### src/logic/dmc_map.vh
`ifndef DMC_MAP_VH
`define DMC_MAP_VH

// ----------------------------------------------------------------------------
// Register indices and byte addresses
// ----------------------------------------------------------------------------
`define DMC_CTRL_INDEX 12'h0c6
`define DMC_CTRL_ADDR 12'h318
`define DMC_STAT_INDEX 12'h0c7
`define DMC_STAT_ADDR 12'h31c

// ----------------------------------------------------------------------------
// Control register fields and reset value
// ----------------------------------------------------------------------------
`define DMC_CTRL_RESET 16'h0000
`define DMC_CTRL_WMASK 16'h3fec
`define DMC_WS_HI 13
`define DMC_WS_LO 10
`define DMC_BURST_ALLOW_BIT 9
`define DMC_AA_BIT 8
`define DMC_PS_HI 7
`define DMC_PS_LO 6
`define DMC_EXT_MASTER_AUTO_ACK_ENABLE_BIT 5
`define DMC_WRITE_ADDR_HOLD_ENABLE_BIT 3
`define DMC_READ_ADDR_HOLD_ENABLE_BIT 2

// ----------------------------------------------------------------------------
// Port width and transfer size encodings
// ----------------------------------------------------------------------------
`define DMC_PS_32 2'h0
`define DMC_PS_8 2'h1
`define DMC_SIZE_LONG 2'h0
`define DMC_SIZE_BYTE 2'h1
`define DMC_SIZE_WORD 2'h2
`define DMC_SIZE_LINE 2'h3

`endif

### src/logic/dmc_wait_timer.v
`timescale 1ns/1ps
`default_nettype none

// ----------------------------------------------------------------------------
// Wait-state down counter
// ----------------------------------------------------------------------------
module dmc_wait_timer #(
    parameter WIDTH = 4
) (
    input wire clk_in,
    input wire rst_in,
    input wire load_in,
    input wire [WIDTH-1:0] count_in,
    input wire run_in,
    output wire done_out
);
    reg [WIDTH-1:0] count;

    always @(posedge clk_in or posedge rst_in) begin
        if (rst_in) begin
            count <= {WIDTH{1'b0}};
        end else if (load_in) begin
            count <= count_in;
        end else if (run_in && count != {WIDTH{1'b0}}) begin
            count <= count - {{(WIDTH-1){1'b0}}, 1'b1};
        end
    end

    assign done_out = (count == {WIDTH{1'b0}});
endmodule

`default_nettype wire

### src/logic/dmc_default_memory.v
// Behaviour
// - Core access with auto-acknowledge ends internally after the programmed wait states.
// - An external acknowledge before the wait count elapses ends the cycle at once.
// - External-master auto-acknowledge inserts the wait states before asserting acknowledge.
// - Without burst allow, wide transfers split into non-burst transfers of port width.
// - With burst allow, wide transfers run as one burst, line transfers included.
// - Core auto-acknowledge cleared: core accesses wait for an external acknowledge.
// - Core auto-acknowledge set: core accesses end with internal acknowledge after waits.
// - With core auto-acknowledge, a default-memory core access completes normally unless transfer error acknowledge ends it with an error.
// - Port-width field picks lanes: 00 32-bit, 01 8-bit high, 1x 16-bit high.
// - External-master auto-acknowledge cleared: acknowledge pin is not driven.
// - External-master auto-acknowledge set: device drives acknowledge pin after waits.
// - External-master default-memory accesses complete normally under auto-acknowledge.
// - Write address hold adds one cycle after each beat outside a burst; after the last it keeps address, byte lanes and write, and data only on a 32-bit port.
// - Read address hold adds one cycle after each beat outside a burst; only after the last does it keep the address and byte lanes.
// - These settings apply only to accesses outside chip-select and DRAM regions.
// - Reset clears the whole control register to zero.
`timescale 1ns/1ps
`default_nettype none
`include "dmc_map.vh"
module dmc_default_memory #(
    parameter WS_WIDTH = 4
) (
    input wire clk_in,
    input wire rst_in,
    // AHB-Lite register slave.
    input wire hsel_in,
    input wire [31:0] haddr_in,
    input wire [1:0] htrans_in,
    input wire hwrite_in,
    input wire [2:0] hsize_in,
    input wire [31:0] hwdata_in,
    input wire hready_in,
    output wire hreadyout_out,
    output wire hresp_out,
    output wire [31:0] hrdata_out,
    // Core request side.
    input wire core_req_in,
    input wire core_region_hit_in,
    input wire [31:0] core_addr_in,
    input wire [1:0] core_size_in,
    input wire core_write_in,
    input wire [31:0] core_wdata_in,
    output reg core_ack_out,
    output reg core_err_out,
    output reg core_last_out,
    output reg [31:0] core_rdata_out,
    // External bus pins.
    output wire [31:0] ext_addr_out,
    output wire ext_addr_valid_out,
    output wire ext_ts_out,
    output wire ext_cycle_out,
    output wire ext_write_out,
    output wire [1:0] ext_size_out,
    output wire ext_burst_out,
    output wire [3:0] ext_lane_out,
    output wire [31:0] ext_data_out,
    output wire ext_data_oe_out,
    input wire [31:0] ext_data_in,
    input wire transfer_acknowledge_pin_in,
    output reg transfer_acknowledge_pin_out,
    output reg transfer_acknowledge_pin_oe_out,
    input wire async_transfer_acknowledge_pin_in,
    input wire transfer_error_acknowledge_pin_in,
    // External master cycle to the bus.
    input wire em_req_in,
    input wire em_region_hit_in
);
    // ------------------------------------------------------------------------
    // States
    // ------------------------------------------------------------------------
    localparam C_IDLE = 2'd0, C_ADDR = 2'd1, C_DATA = 2'd2, C_HOLD = 2'd3;
    localparam E_IDLE = 2'd0, E_WAIT = 2'd1, E_ACK = 2'd2, E_DONE = 2'd3;
    // ------------------------------------------------------------------------
    // Register file
    // ------------------------------------------------------------------------
    reg [15:0] default_memory_control;
    reg dp_write, dp_read, last_error;
    reg [11:0] dp_addr;
    reg [1:0] cstate, estate;
    wire [WS_WIDTH-1:0] wait_state_count = default_memory_control[`DMC_WS_HI:`DMC_WS_LO];
    wire burst_allow = default_memory_control[`DMC_BURST_ALLOW_BIT];
    wire core_auto_ack_enable = default_memory_control[`DMC_AA_BIT];
    wire [1:0] port_width_sel = default_memory_control[`DMC_PS_HI:`DMC_PS_LO];
    wire ext_master_auto_ack_enable = default_memory_control[`DMC_EXT_MASTER_AUTO_ACK_ENABLE_BIT];
    wire write_addr_hold_enable = default_memory_control[`DMC_WRITE_ADDR_HOLD_ENABLE_BIT];
    wire read_addr_hold_enable = default_memory_control[`DMC_READ_ADDR_HOLD_ENABLE_BIT];
    wire addr_phase = hsel_in && htrans_in[1] && hready_in;
    always @(posedge clk_in or posedge rst_in) begin
        if (rst_in) begin
            {dp_write, dp_read, dp_addr} <= 14'h0000;
        end else if (hready_in) begin
            dp_write <= addr_phase && hwrite_in;
            dp_read <= addr_phase && !hwrite_in;
            dp_addr <= haddr_in[11:0];
        end
    end
    always @(posedge clk_in or posedge rst_in) begin
        if (rst_in) begin
            default_memory_control <= `DMC_CTRL_RESET;
        end else if (dp_write && dp_addr == `DMC_CTRL_ADDR) begin
            default_memory_control <= hwdata_in[15:0] & `DMC_CTRL_WMASK;
        end
    end
    // Status shows both masters' activity, the hold phase and the last outcome.
    wire [31:0] status_word = {28'h0000000, (cstate == C_HOLD), last_error,
                               (estate != E_IDLE), (cstate != C_IDLE)};
    assign hrdata_out = !dp_read ? 32'h00000000 :
                        (dp_addr == `DMC_CTRL_ADDR) ? {16'h0000, default_memory_control} :
                        (dp_addr == `DMC_STAT_ADDR) ? status_word : 32'h00000000;
    assign hreadyout_out = 1'b1;
    assign hresp_out = 1'b0;
    // ------------------------------------------------------------------------
    // Transfer geometry
    // ------------------------------------------------------------------------
    reg [31:0] addr, wdata, rdata;
    reg [1:0] size, ps;
    reg wr, burst, aa, hold_en;
    reg [4:0] beats_left, beat_idx, word_mask;
    // Port and operand widths in bytes as powers of two, beat count, and beats per longword less one.
    reg [2:0] port_log, size_log;
    reg [4:0] start_beats, start_word_mask;
    always @* begin
        case (port_width_sel)
            `DMC_PS_32: port_log = 3'd2;
            `DMC_PS_8: port_log = 3'd0;
            default: port_log = 3'd1;
        endcase
        case (core_size_in)
            `DMC_SIZE_BYTE: size_log = 3'd0;
            `DMC_SIZE_WORD: size_log = 3'd1;
            `DMC_SIZE_LONG: size_log = 3'd2;
            default: size_log = 3'd4;
        endcase
        if (size_log > port_log) begin
            start_beats = 5'd1 << (size_log - port_log);
        end else begin
            start_beats = 5'd1;
        end
        start_word_mask = (5'd1 << (3'd2 - port_log)) - 5'd1;
    end
    wire [31:0] port_step = (ps == `DMC_PS_32) ? 32'h00000004 :
                            (ps == `DMC_PS_8) ? 32'h00000001 : 32'h00000002;
    // Byte lanes that carry valid data in this beat.
    reg [3:0] lanes;
    always @* begin
        case (ps)
            `DMC_PS_32: begin
                if (size == `DMC_SIZE_BYTE) begin
                    lanes = 4'h8 >> addr[1:0];
                end else if (size == `DMC_SIZE_WORD) begin
                    lanes = addr[1] ? 4'h3 : 4'hc;
                end else begin
                    lanes = 4'hf;
                end
            end
            `DMC_PS_8: lanes = 4'h8;
            default: begin
                if (size == `DMC_SIZE_BYTE) begin
                    lanes = addr[0] ? 4'h4 : 4'h8;
                end else begin
                    lanes = 4'hc;
                end
            end
        endcase
    end
    // Read portion of the data bus, right-justified.
    reg [31:0] beat_value, next_rdata;
    always @* begin
        case (ps)
            `DMC_PS_32: begin
                if (size == `DMC_SIZE_BYTE) begin
                    beat_value = {24'h000000, ext_data_in[31 - 8 * addr[1:0] -: 8]};
                end else if (size == `DMC_SIZE_WORD) begin
                    beat_value = {16'h0000, addr[1] ? ext_data_in[15:0] : ext_data_in[31:16]};
                end else begin
                    beat_value = ext_data_in;
                end
                next_rdata = beat_value;
            end
            `DMC_PS_8: begin
                beat_value = {24'h000000, ext_data_in[31:24]};
                next_rdata = {rdata[23:0], ext_data_in[31:24]};
            end
            default: begin
                if (size == `DMC_SIZE_BYTE) begin
                    beat_value = {24'h000000,
                                  addr[0] ? ext_data_in[23:16] : ext_data_in[31:24]};
                    next_rdata = beat_value;
                end else begin
                    beat_value = {16'h0000, ext_data_in[31:16]};
                    next_rdata = {rdata[15:0], ext_data_in[31:16]};
                end
            end
        endcase
    end
    // Narrow operands are replicated so the first beat always finds them high.
    reg [31:0] load_wdata;
    always @* begin
        case (size)
            `DMC_SIZE_BYTE: load_wdata = {4{core_wdata_in[7:0]}};
            `DMC_SIZE_WORD: load_wdata = {2{core_wdata_in[15:0]}};
            default: load_wdata = core_wdata_in;
        endcase
    end
    // ------------------------------------------------------------------------
    // Core cycle sequencer
    // ------------------------------------------------------------------------
    wire timer_done;
    wire ext_ack = transfer_acknowledge_pin_in || async_transfer_acknowledge_pin_in;
    wire ext_err = transfer_error_acknowledge_pin_in;
    wire auto_ack = aa && timer_done;
    wire beat_end = (cstate == C_DATA) && (ext_err || ext_ack || auto_ack);
    wire last_beat = (beats_left == 5'd1);
    wire word_end = ((beat_idx & word_mask) == word_mask);
    wire core_start = core_req_in && !core_region_hit_in && !em_req_in
                      && (estate == E_IDLE);
    dmc_wait_timer #(
        .WIDTH(WS_WIDTH)
    ) u_core_timer (
        .clk_in(clk_in),
        .rst_in(rst_in),
        .load_in(cstate == C_ADDR || (beat_end && burst)),
        .count_in(wait_state_count),
        .run_in(cstate == C_DATA),
        .done_out(timer_done)
    );
    always @(posedge clk_in or posedge rst_in) begin
        if (rst_in) begin
            {cstate, addr, size, wr, burst, ps, wdata, rdata} <= 104'h0;
            {beats_left, beat_idx, word_mask, aa, hold_en, last_error} <= 18'h00000;
            {core_ack_out, core_err_out, core_last_out, core_rdata_out} <= 35'h0;
        end else begin
            core_ack_out <= 1'b0;
            core_err_out <= 1'b0;
            core_last_out <= 1'b0;
            case (cstate)
                C_IDLE: begin
                    if (core_start) begin
                        cstate <= C_ADDR;
                        addr <= core_addr_in;
                        size <= core_size_in;
                        wr <= core_write_in;
                        ps <= port_width_sel;
                        beats_left <= start_beats;
                        beat_idx <= 5'd0;
                        word_mask <= (start_beats == 5'd1) ? 5'd0 : start_word_mask;
                        burst <= burst_allow && (start_beats != 5'd1);
                        aa <= core_auto_ack_enable;
                        hold_en <= core_write_in ? write_addr_hold_enable
                                                 : read_addr_hold_enable;
                    end
                end
                C_ADDR: begin
                    cstate <= C_DATA;
                    if ((beat_idx & word_mask) == 5'd0) begin
                        wdata <= load_wdata;
                    end
                end
                C_DATA: begin
                    if (beat_end) begin
                        rdata <= next_rdata;
                        addr <= addr + port_step;
                        beats_left <= beats_left - 5'd1;
                        beat_idx <= beat_idx + 5'd1;
                        wdata <= (ps == `DMC_PS_8) ? {wdata[23:0], 8'h00} :
                                 (ps == `DMC_PS_32) ? wdata : {wdata[15:0], 16'h0000};
                        if (ext_err) begin
                            core_err_out <= 1'b1;
                            core_last_out <= 1'b1;
                            last_error <= 1'b1;
                        end else if (word_end || last_beat) begin
                            core_ack_out <= 1'b1;
                            core_rdata_out <= next_rdata;
                            core_last_out <= last_beat;
                            last_error <= 1'b0;
                        end
                        // An error ends the whole transfer, split or burst.
                        if (ext_err || last_beat) begin
                            addr <= addr;
                            cstate <= hold_en ? C_HOLD : C_IDLE;
                        end else if (burst) begin
                            cstate <= C_DATA;
                        end else begin
                            cstate <= hold_en ? C_HOLD : C_ADDR;
                        end
                    end
                end
                default: begin
                    cstate <= (beats_left == 5'd0 || core_err_out) ? C_IDLE : C_ADDR;
                    if (core_err_out) begin
                        beats_left <= 5'd0;
                    end
                end
            endcase
        end
    end
    // Split beats use the port size; bursts and single beats keep the operand size.
    wire [1:0] beat_size = (beats_left == 5'd0 || burst || beat_idx == 5'd0 && word_mask == 5'd0
                        && !(size == `DMC_SIZE_LINE)) ? size :
                       (ps == `DMC_PS_8) ? `DMC_SIZE_BYTE :
                       (ps == `DMC_PS_32) ? `DMC_SIZE_LONG : `DMC_SIZE_WORD;
    assign ext_addr_out = addr;
    assign ext_addr_valid_out = (cstate != C_IDLE);
    assign ext_ts_out = (cstate == C_ADDR);
    assign ext_cycle_out = (cstate == C_ADDR) || (cstate == C_DATA);
    assign ext_write_out = wr && (cstate != C_IDLE);
    assign ext_size_out = beat_size;
    assign ext_burst_out = burst && ext_cycle_out;
    assign ext_lane_out = (cstate == C_IDLE) ? 4'h0 : lanes;
    assign ext_data_out = wdata;
    assign ext_data_oe_out = wr && (cstate != C_IDLE);
    // ------------------------------------------------------------------------
    // External master acknowledge
    // ------------------------------------------------------------------------
    wire em_timer_done;
    wire em_start = em_req_in && !em_region_hit_in && ext_master_auto_ack_enable
                    && (cstate == C_IDLE);
    dmc_wait_timer #(
        .WIDTH(WS_WIDTH)
    ) u_em_timer (
        .clk_in(clk_in),
        .rst_in(rst_in),
        .load_in(estate == E_IDLE),
        .count_in(wait_state_count),
        .run_in(estate == E_WAIT),
        .done_out(em_timer_done)
    );
    always @(posedge clk_in or posedge rst_in) begin
        if (rst_in) begin
            {estate, transfer_acknowledge_pin_out, transfer_acknowledge_pin_oe_out} <= 4'h0;
        end else begin
            case (estate)
                E_IDLE: begin
                    transfer_acknowledge_pin_out <= 1'b0;
                    if (em_start) begin
                        estate <= E_WAIT;
                        transfer_acknowledge_pin_oe_out <= 1'b1;
                    end else begin
                        transfer_acknowledge_pin_oe_out <= 1'b0;
                    end
                end
                E_WAIT: begin
                    if (!em_req_in) begin
                        estate <= E_IDLE;
                        transfer_acknowledge_pin_oe_out <= 1'b0;
                    end else if (em_timer_done) begin
                        estate <= E_ACK;
                        transfer_acknowledge_pin_out <= 1'b1;
                    end
                end
                E_ACK: begin
                    estate <= E_DONE;
                    transfer_acknowledge_pin_out <= 1'b0;
                end
                default: begin
                    if (!em_req_in) begin
                        estate <= E_IDLE;
                        transfer_acknowledge_pin_oe_out <= 1'b0;
                    end
                end
            endcase
        end
    end
endmodule
`default_nettype wire

### config.mk
export PLATFORM = sky130hd
export DESIGN_NAME = dmc_default_memory
export DESIGN_NICKNAME = d
export VERILOG_FILES = /design/src/logic/dmc_wait_timer.v /design/src/logic/dmc_default_memory.v
export VERILOG_INCLUDE_DIRS = /design/src /design/src/logic
export SDC_FILE = /design/constraint.sdc
export NUM_CORES = 1
export LEC_CHECK = 0
export BUFFER_PORTS_ARGS = -buffer_cell sky130_fd_sc_hd__clkbuf_2
export CAP_MARGIN = 20
export CORE_ASPECT_RATIO = 1.25
export CORE_MARGIN = 2
export CORE_UTILIZATION = 48
export DETAILED_ROUTE_END_ITERATION = 10
export PLACE_DENSITY = 0.78
export SYNTH_ARGS = -nofsm -noshare
export SYNTH_HDL_FRONTEND = slang
export SYNTH_HIERARCHICAL = 1
export SYNTH_SLANG_ARGS = --single-unit
### constraint.sdc
create_clock -name clk_in -period 5.2 [get_ports clk_in]
set_clock_uncertainty 0.05 [all_clocks]
set_input_delay 0.26 -clock clk_in [delete_from_list [all_inputs] [get_ports clk_in]]
set_output_delay 0.26 -clock clk_in [all_outputs]
set_load 0.1 [all_outputs]
==> results.txt <==
The total of hold buffers inserted after clock tree synthesis was 24; the final routed DRC violation total was 0. After floorplanning, the core was divided into 62 placement rows. Among all stages on the critical path, the largest delay is contributed by sky130_fd_sc_hd__dfrtp_1.

The aggregate routed wire length came out at 32,000 µm. The tools report the setup fix buffers added after clock tree synthesis as 0. TritonCTS built the clock tree. After clock tree synthesis, the repair step resized 0 gates. The path type of the worst min-delay path was in -> reg. The run gives 0.256 as the global-route usage over all layers. Of all cell types, the one taking the most synthesized area is sky130_fd_sc_hd__dfrtp_1. The routed design uses 2040 µm of met3 wire.

By startpoint and endpoint, the worst setup path is classified as reg -> reg. The worst setup path is captured at a register. The top-area cell type share of the netlist area was 0.413; the max capacitance violation total was 0.

Leaving out fill and tap cells, the most frequent cells in the layout are sky130_fd_sc_hd__clkbuf_2 (260), sky130_fd_sc_hd__dfrtp_1 (186), sky130_fd_sc_hd__nand2_1 (136). At the placement stage, the worst setup path has a slack of 1720 ps. The level count of the clock H-tree was 4. The final critical delay including setup and external delays is 3500 ps. The met2 wirelength from detailed routing came out at 15,900 µm. The number of detailed-routing iterations run before antenna repair was 9. The run finished with clean final reports.

The average wire length per cell after detail routing was 18.8 µm; the initial antenna violation count was 0. After the last flow step, the layout net total stands at 1,609. The launch point of the worst hold path is haddr_in[3].

The final setup violation count was 0. The logs give 22,000 µm for the half-perimeter wire length of the detailed placement result and 1700 ps for the register-to-register path setup slack. The final clock period utilization by the worst path works out to 0.673. The clock buffer count from CTS is 17. Headroom to the max-slew limit: 0.253.

The most common flop cell mapped by yosys was sky130_fd_sc_hd__dfrtp_1. Yosys mapped a number of flops with a built-in enable equal to 0. Routed signal wires occupy layers up through met4. Share of the core filled with cells in the final layout: 0.584. The number of primary I/O pins came out at 327. In this run the clock root is driven by a sky130_fd_sc_hd__clkbuf_16. Timing would allow up to 286 MHz. No sink is reached through more buffers than the 2 on the longest clock path. The worst setup path is launched from a register. Setup repair after global routing left no endpoint under its margin.

The layout cell share with drive strength beyond 1 was 0.296; the die area was 24,700 µm². The via count of the first global-routing pass was 9,549; the mapped cell area was 11,300 µm². For the worst setup path, the data arrival time is 3780 ps. In this run the critical register-to-register path is launched from ps[0].

After synthesis, the netlist uses 89 different library cells. The sequential fraction of the synthesis area is 0.413, and the wire length on met1 is 13,400 µm. The cell depth of the worst min-delay path works out to 2. The x dimension of the die is 141 µm, and the initial core utilization is 0.489. The synthesized flop and latch total is 186. The global placement routability congestion was 0.902; the post-route setup TNS was 0 ps. The repair_antennas step left the layout with diodes totalling 0. For the global-route wire length before repair, the log shows 50,700 µm. After synthesis, the cell types taking the most area are sky130_fd_sc_hd__dfrtp_1 (41%), sky130_fd_sc_hd__mux2_2 (4.9%), sky130_fd_sc_hd__nand2_1 (4.5%), sky130_fd_sc_hd__o21ai_0 (4.5%), sky130_fd_sc_hd__mux2i_1 (3.8%).

The run gives 23,000 µm² as the area of the core. The overflow left after global routing came out at 0. The logs give 1700 ps for the worst-case setup margin in the final layout and 186 for the clock sink count. The total of warnings raised by yosys came out at 6. The number of hold-slack violations in the final timing report is 0.

The async set-or-reset flop fraction in the synthesized netlist was 1.00; the largest driver fanout on the critical path was 49. The endpoint required time on the critical path is 5480 ps, and the insertion delay to the later sink of the worst-skew pair is 440 ps. The post-CTS clock slew at the launch and capture registers of the worst setup and hold paths came out at 70 ps. After technology mapping, the gate count stands at 1,165. Y dimension of the die: 175 µm. The number of buffers added on ports was 260.

The most frequent standard cell in the layout excluding fill and tap cells was sky130_fd_sc_hd__clkbuf_2. Relative to the synthesized area, the layout overhead comes to 19.4%. Entering global routing, the biggest net connects 135 pins. The signal on the critical path passes through nand2b_1, inv_2, buf_4, ha_1, fa_1, a21oi_1, nor4_4, nand3_2, a21o_1, a221o_1.

The maximum cell stage delay along the critical path was 760 ps. The detailed-route via count was 10,100. The count of nets left with antenna violations after detail routing was 0.

At the pin with the least slew margin, the transition time is 1120 ps. Via count normalized by instance count: 5.94. Measured in cells, the most critical reg-to-reg path has a length of 10. In this run, the number of DRC markers left after iteration 0 of detailed routing was 869. The average instance in the mapped netlist occupies 9.67 µm².

Reg-to-reg critical path endpoint: ext_addr_out[14]. The tools report the final number of max-transition violations as 0. The endpoint of the worst hold-timing path is dp_addr[3].
## per-layer routing
metal	vias to the layer above	track usage
li1	4729	-
met1	4920	0.331
met2	432	0.431
met3	53	0.0518
met4	0	0.0846
met5	-	0
## registers in the layout, indices dropped and copies added, names as in the netlist, 4 cells and up
| signal | cells |
|---|---|
| beat_idx | 5 |
| beats_left | 5 |
| core_rdata_out | 32 |
| default_memory_control | 11 |
| dp_addr | 12 |
| ext_addr_out | 32 |
| ext_data_out | 32 |
| rdata | 24 |
| u_core_timer/count | 4 |
| u_em_timer/count | 4 |
| word_mask | 5 |
## metrics by stage
stage               instance area, µm²  hold slack (ps)  cells
floorplan                        11300            -23.9   1184
global placement                 12600              179   1647
detailed placement               12600              177   1647
CTS                              13400             2.49   1703
global route                     13500             4.57   1705
finish                           13500             16.3   1705
## cell usage after synthesis, types with 5 or more instances
cell type / instances
sky130_fd_sc_hd__nand2b_1: 9
sky130_fd_sc_hd__mux2_4: 10
sky130_fd_sc_hd__mux2_2: 49
sky130_fd_sc_hd__a221oi_1: 9
sky130_fd_sc_hd__buf_1: 5
sky130_fd_sc_hd__nor2_1: 39
sky130_fd_sc_hd__o22ai_1: 11
sky130_fd_sc_hd__a21oi_1: 36
sky130_fd_sc_hd__nand3_1: 35
sky130_fd_sc_hd__ha_1: 23
sky130_fd_sc_hd__o31a_1: 5
sky130_fd_sc_hd__mux4_2: 8
sky130_fd_sc_hd__inv_1: 62
sky130_fd_sc_hd__and2_1: 15
sky130_fd_sc_hd__a311oi_1: 9
sky130_fd_sc_hd__buf_4: 31
sky130_fd_sc_hd__nand2_1: 136
sky130_fd_sc_hd__a31oi_1: 12
sky130_fd_sc_hd__a221o_1: 7
sky130_fd_sc_hd__nand4_1: 8
sky130_fd_sc_hd__a22o_1: 20
sky130_fd_sc_hd__dfrtp_1: 186
sky130_fd_sc_hd__mux2i_1: 43
sky130_fd_sc_hd__and3_1: 9
sky130_fd_sc_hd__o21ai_0: 101
sky130_fd_sc_hd__nor2b_1: 17
sky130_fd_sc_hd__nor4_1: 9
sky130_fd_sc_hd__o211ai_1: 5
sky130_fd_sc_hd__o21ai_1: 5
sky130_fd_sc_hd__nor3_1: 24
sky130_fd_sc_hd__o31ai_1: 8
sky130_fd_sc_hd__a21o_1: 13
sky130_fd_sc_hd__a22oi_1: 30
sky130_fd_sc_hd__buf_2: 15
sky130_fd_sc_hd__or2_2: 6
sky130_fd_sc_hd__a222oi_1: 18
sky130_fd_sc_hd__clkbuf_1: 45
## cell families (layout without fill, tap and decap cells)
| kind of cell | after synthesis | in the layout | share of synthesized area |
|---|---|---|---|
| adders and majority gates | 25 | 25 | 0.0291 |
| xor gates and xnor gates | 4 | 4 | 0.00311 |
| muxes | 110 | 110 | 0.116 |
| AOI/OAI and AO/OA | 324 | 324 | 0.201 |
| other | 2 | 21 | 0.000666 |
| buffers and inverters | 161 | 394 | 0.0669 |
| and+or+nand+nor | 353 | 353 | 0.170 |
| DFF | 186 | 186 | 0.413 |
## area by class of cell
| class | instances | area [µm²] |
|---|---|---|
| Timing Repair Buffer | 299 | 1670 |
| Clock inverter | 15 | 158 |
| Inverter | 63 | 244 |
| Fill cell | 1961 | 9590 |
| Sequential cell | 186 | 4650 |
| Clock buffer | 17 | 425 |
| Multi-Input combinational cell | 837 | 5940 |
| Tap cell | 288 | 360 |
## worst max-delay path, delay by kind of cell (launching register included)
| family | cells | cell delay (ps) |
|---|---|---|
| adders and majority gates | 2 | 540 |
| AOI/OAI and AO/OA | 3 | 660 |
| DFF | 1 | 760 |
| and+or+nand+nor | 3 | 850 |
| buffers and inverters | 2 | 540 |
## worst max path at each step
stage | start | to | slack, ps | cells after the start
after CTS | ps[0] | ext_addr_out[14] | 1690 | 10
final | ps[0] | ext_addr_out[14] | 1700 | 10
after global placement | ps[0] | ext_addr_out[14] | 1730 | 10
after detailed placement | ps[0] | ext_addr_out[14] | 1720 | 10
after global routing | ps[0] | ext_addr_out[14] | 1430 | 10
after floorplan | rst_in | aa | 60 | 1
Power is left out: the tool's default activity adds up to more than one toggle a clock period on the data nets, which glitch-free logic cannot reach.
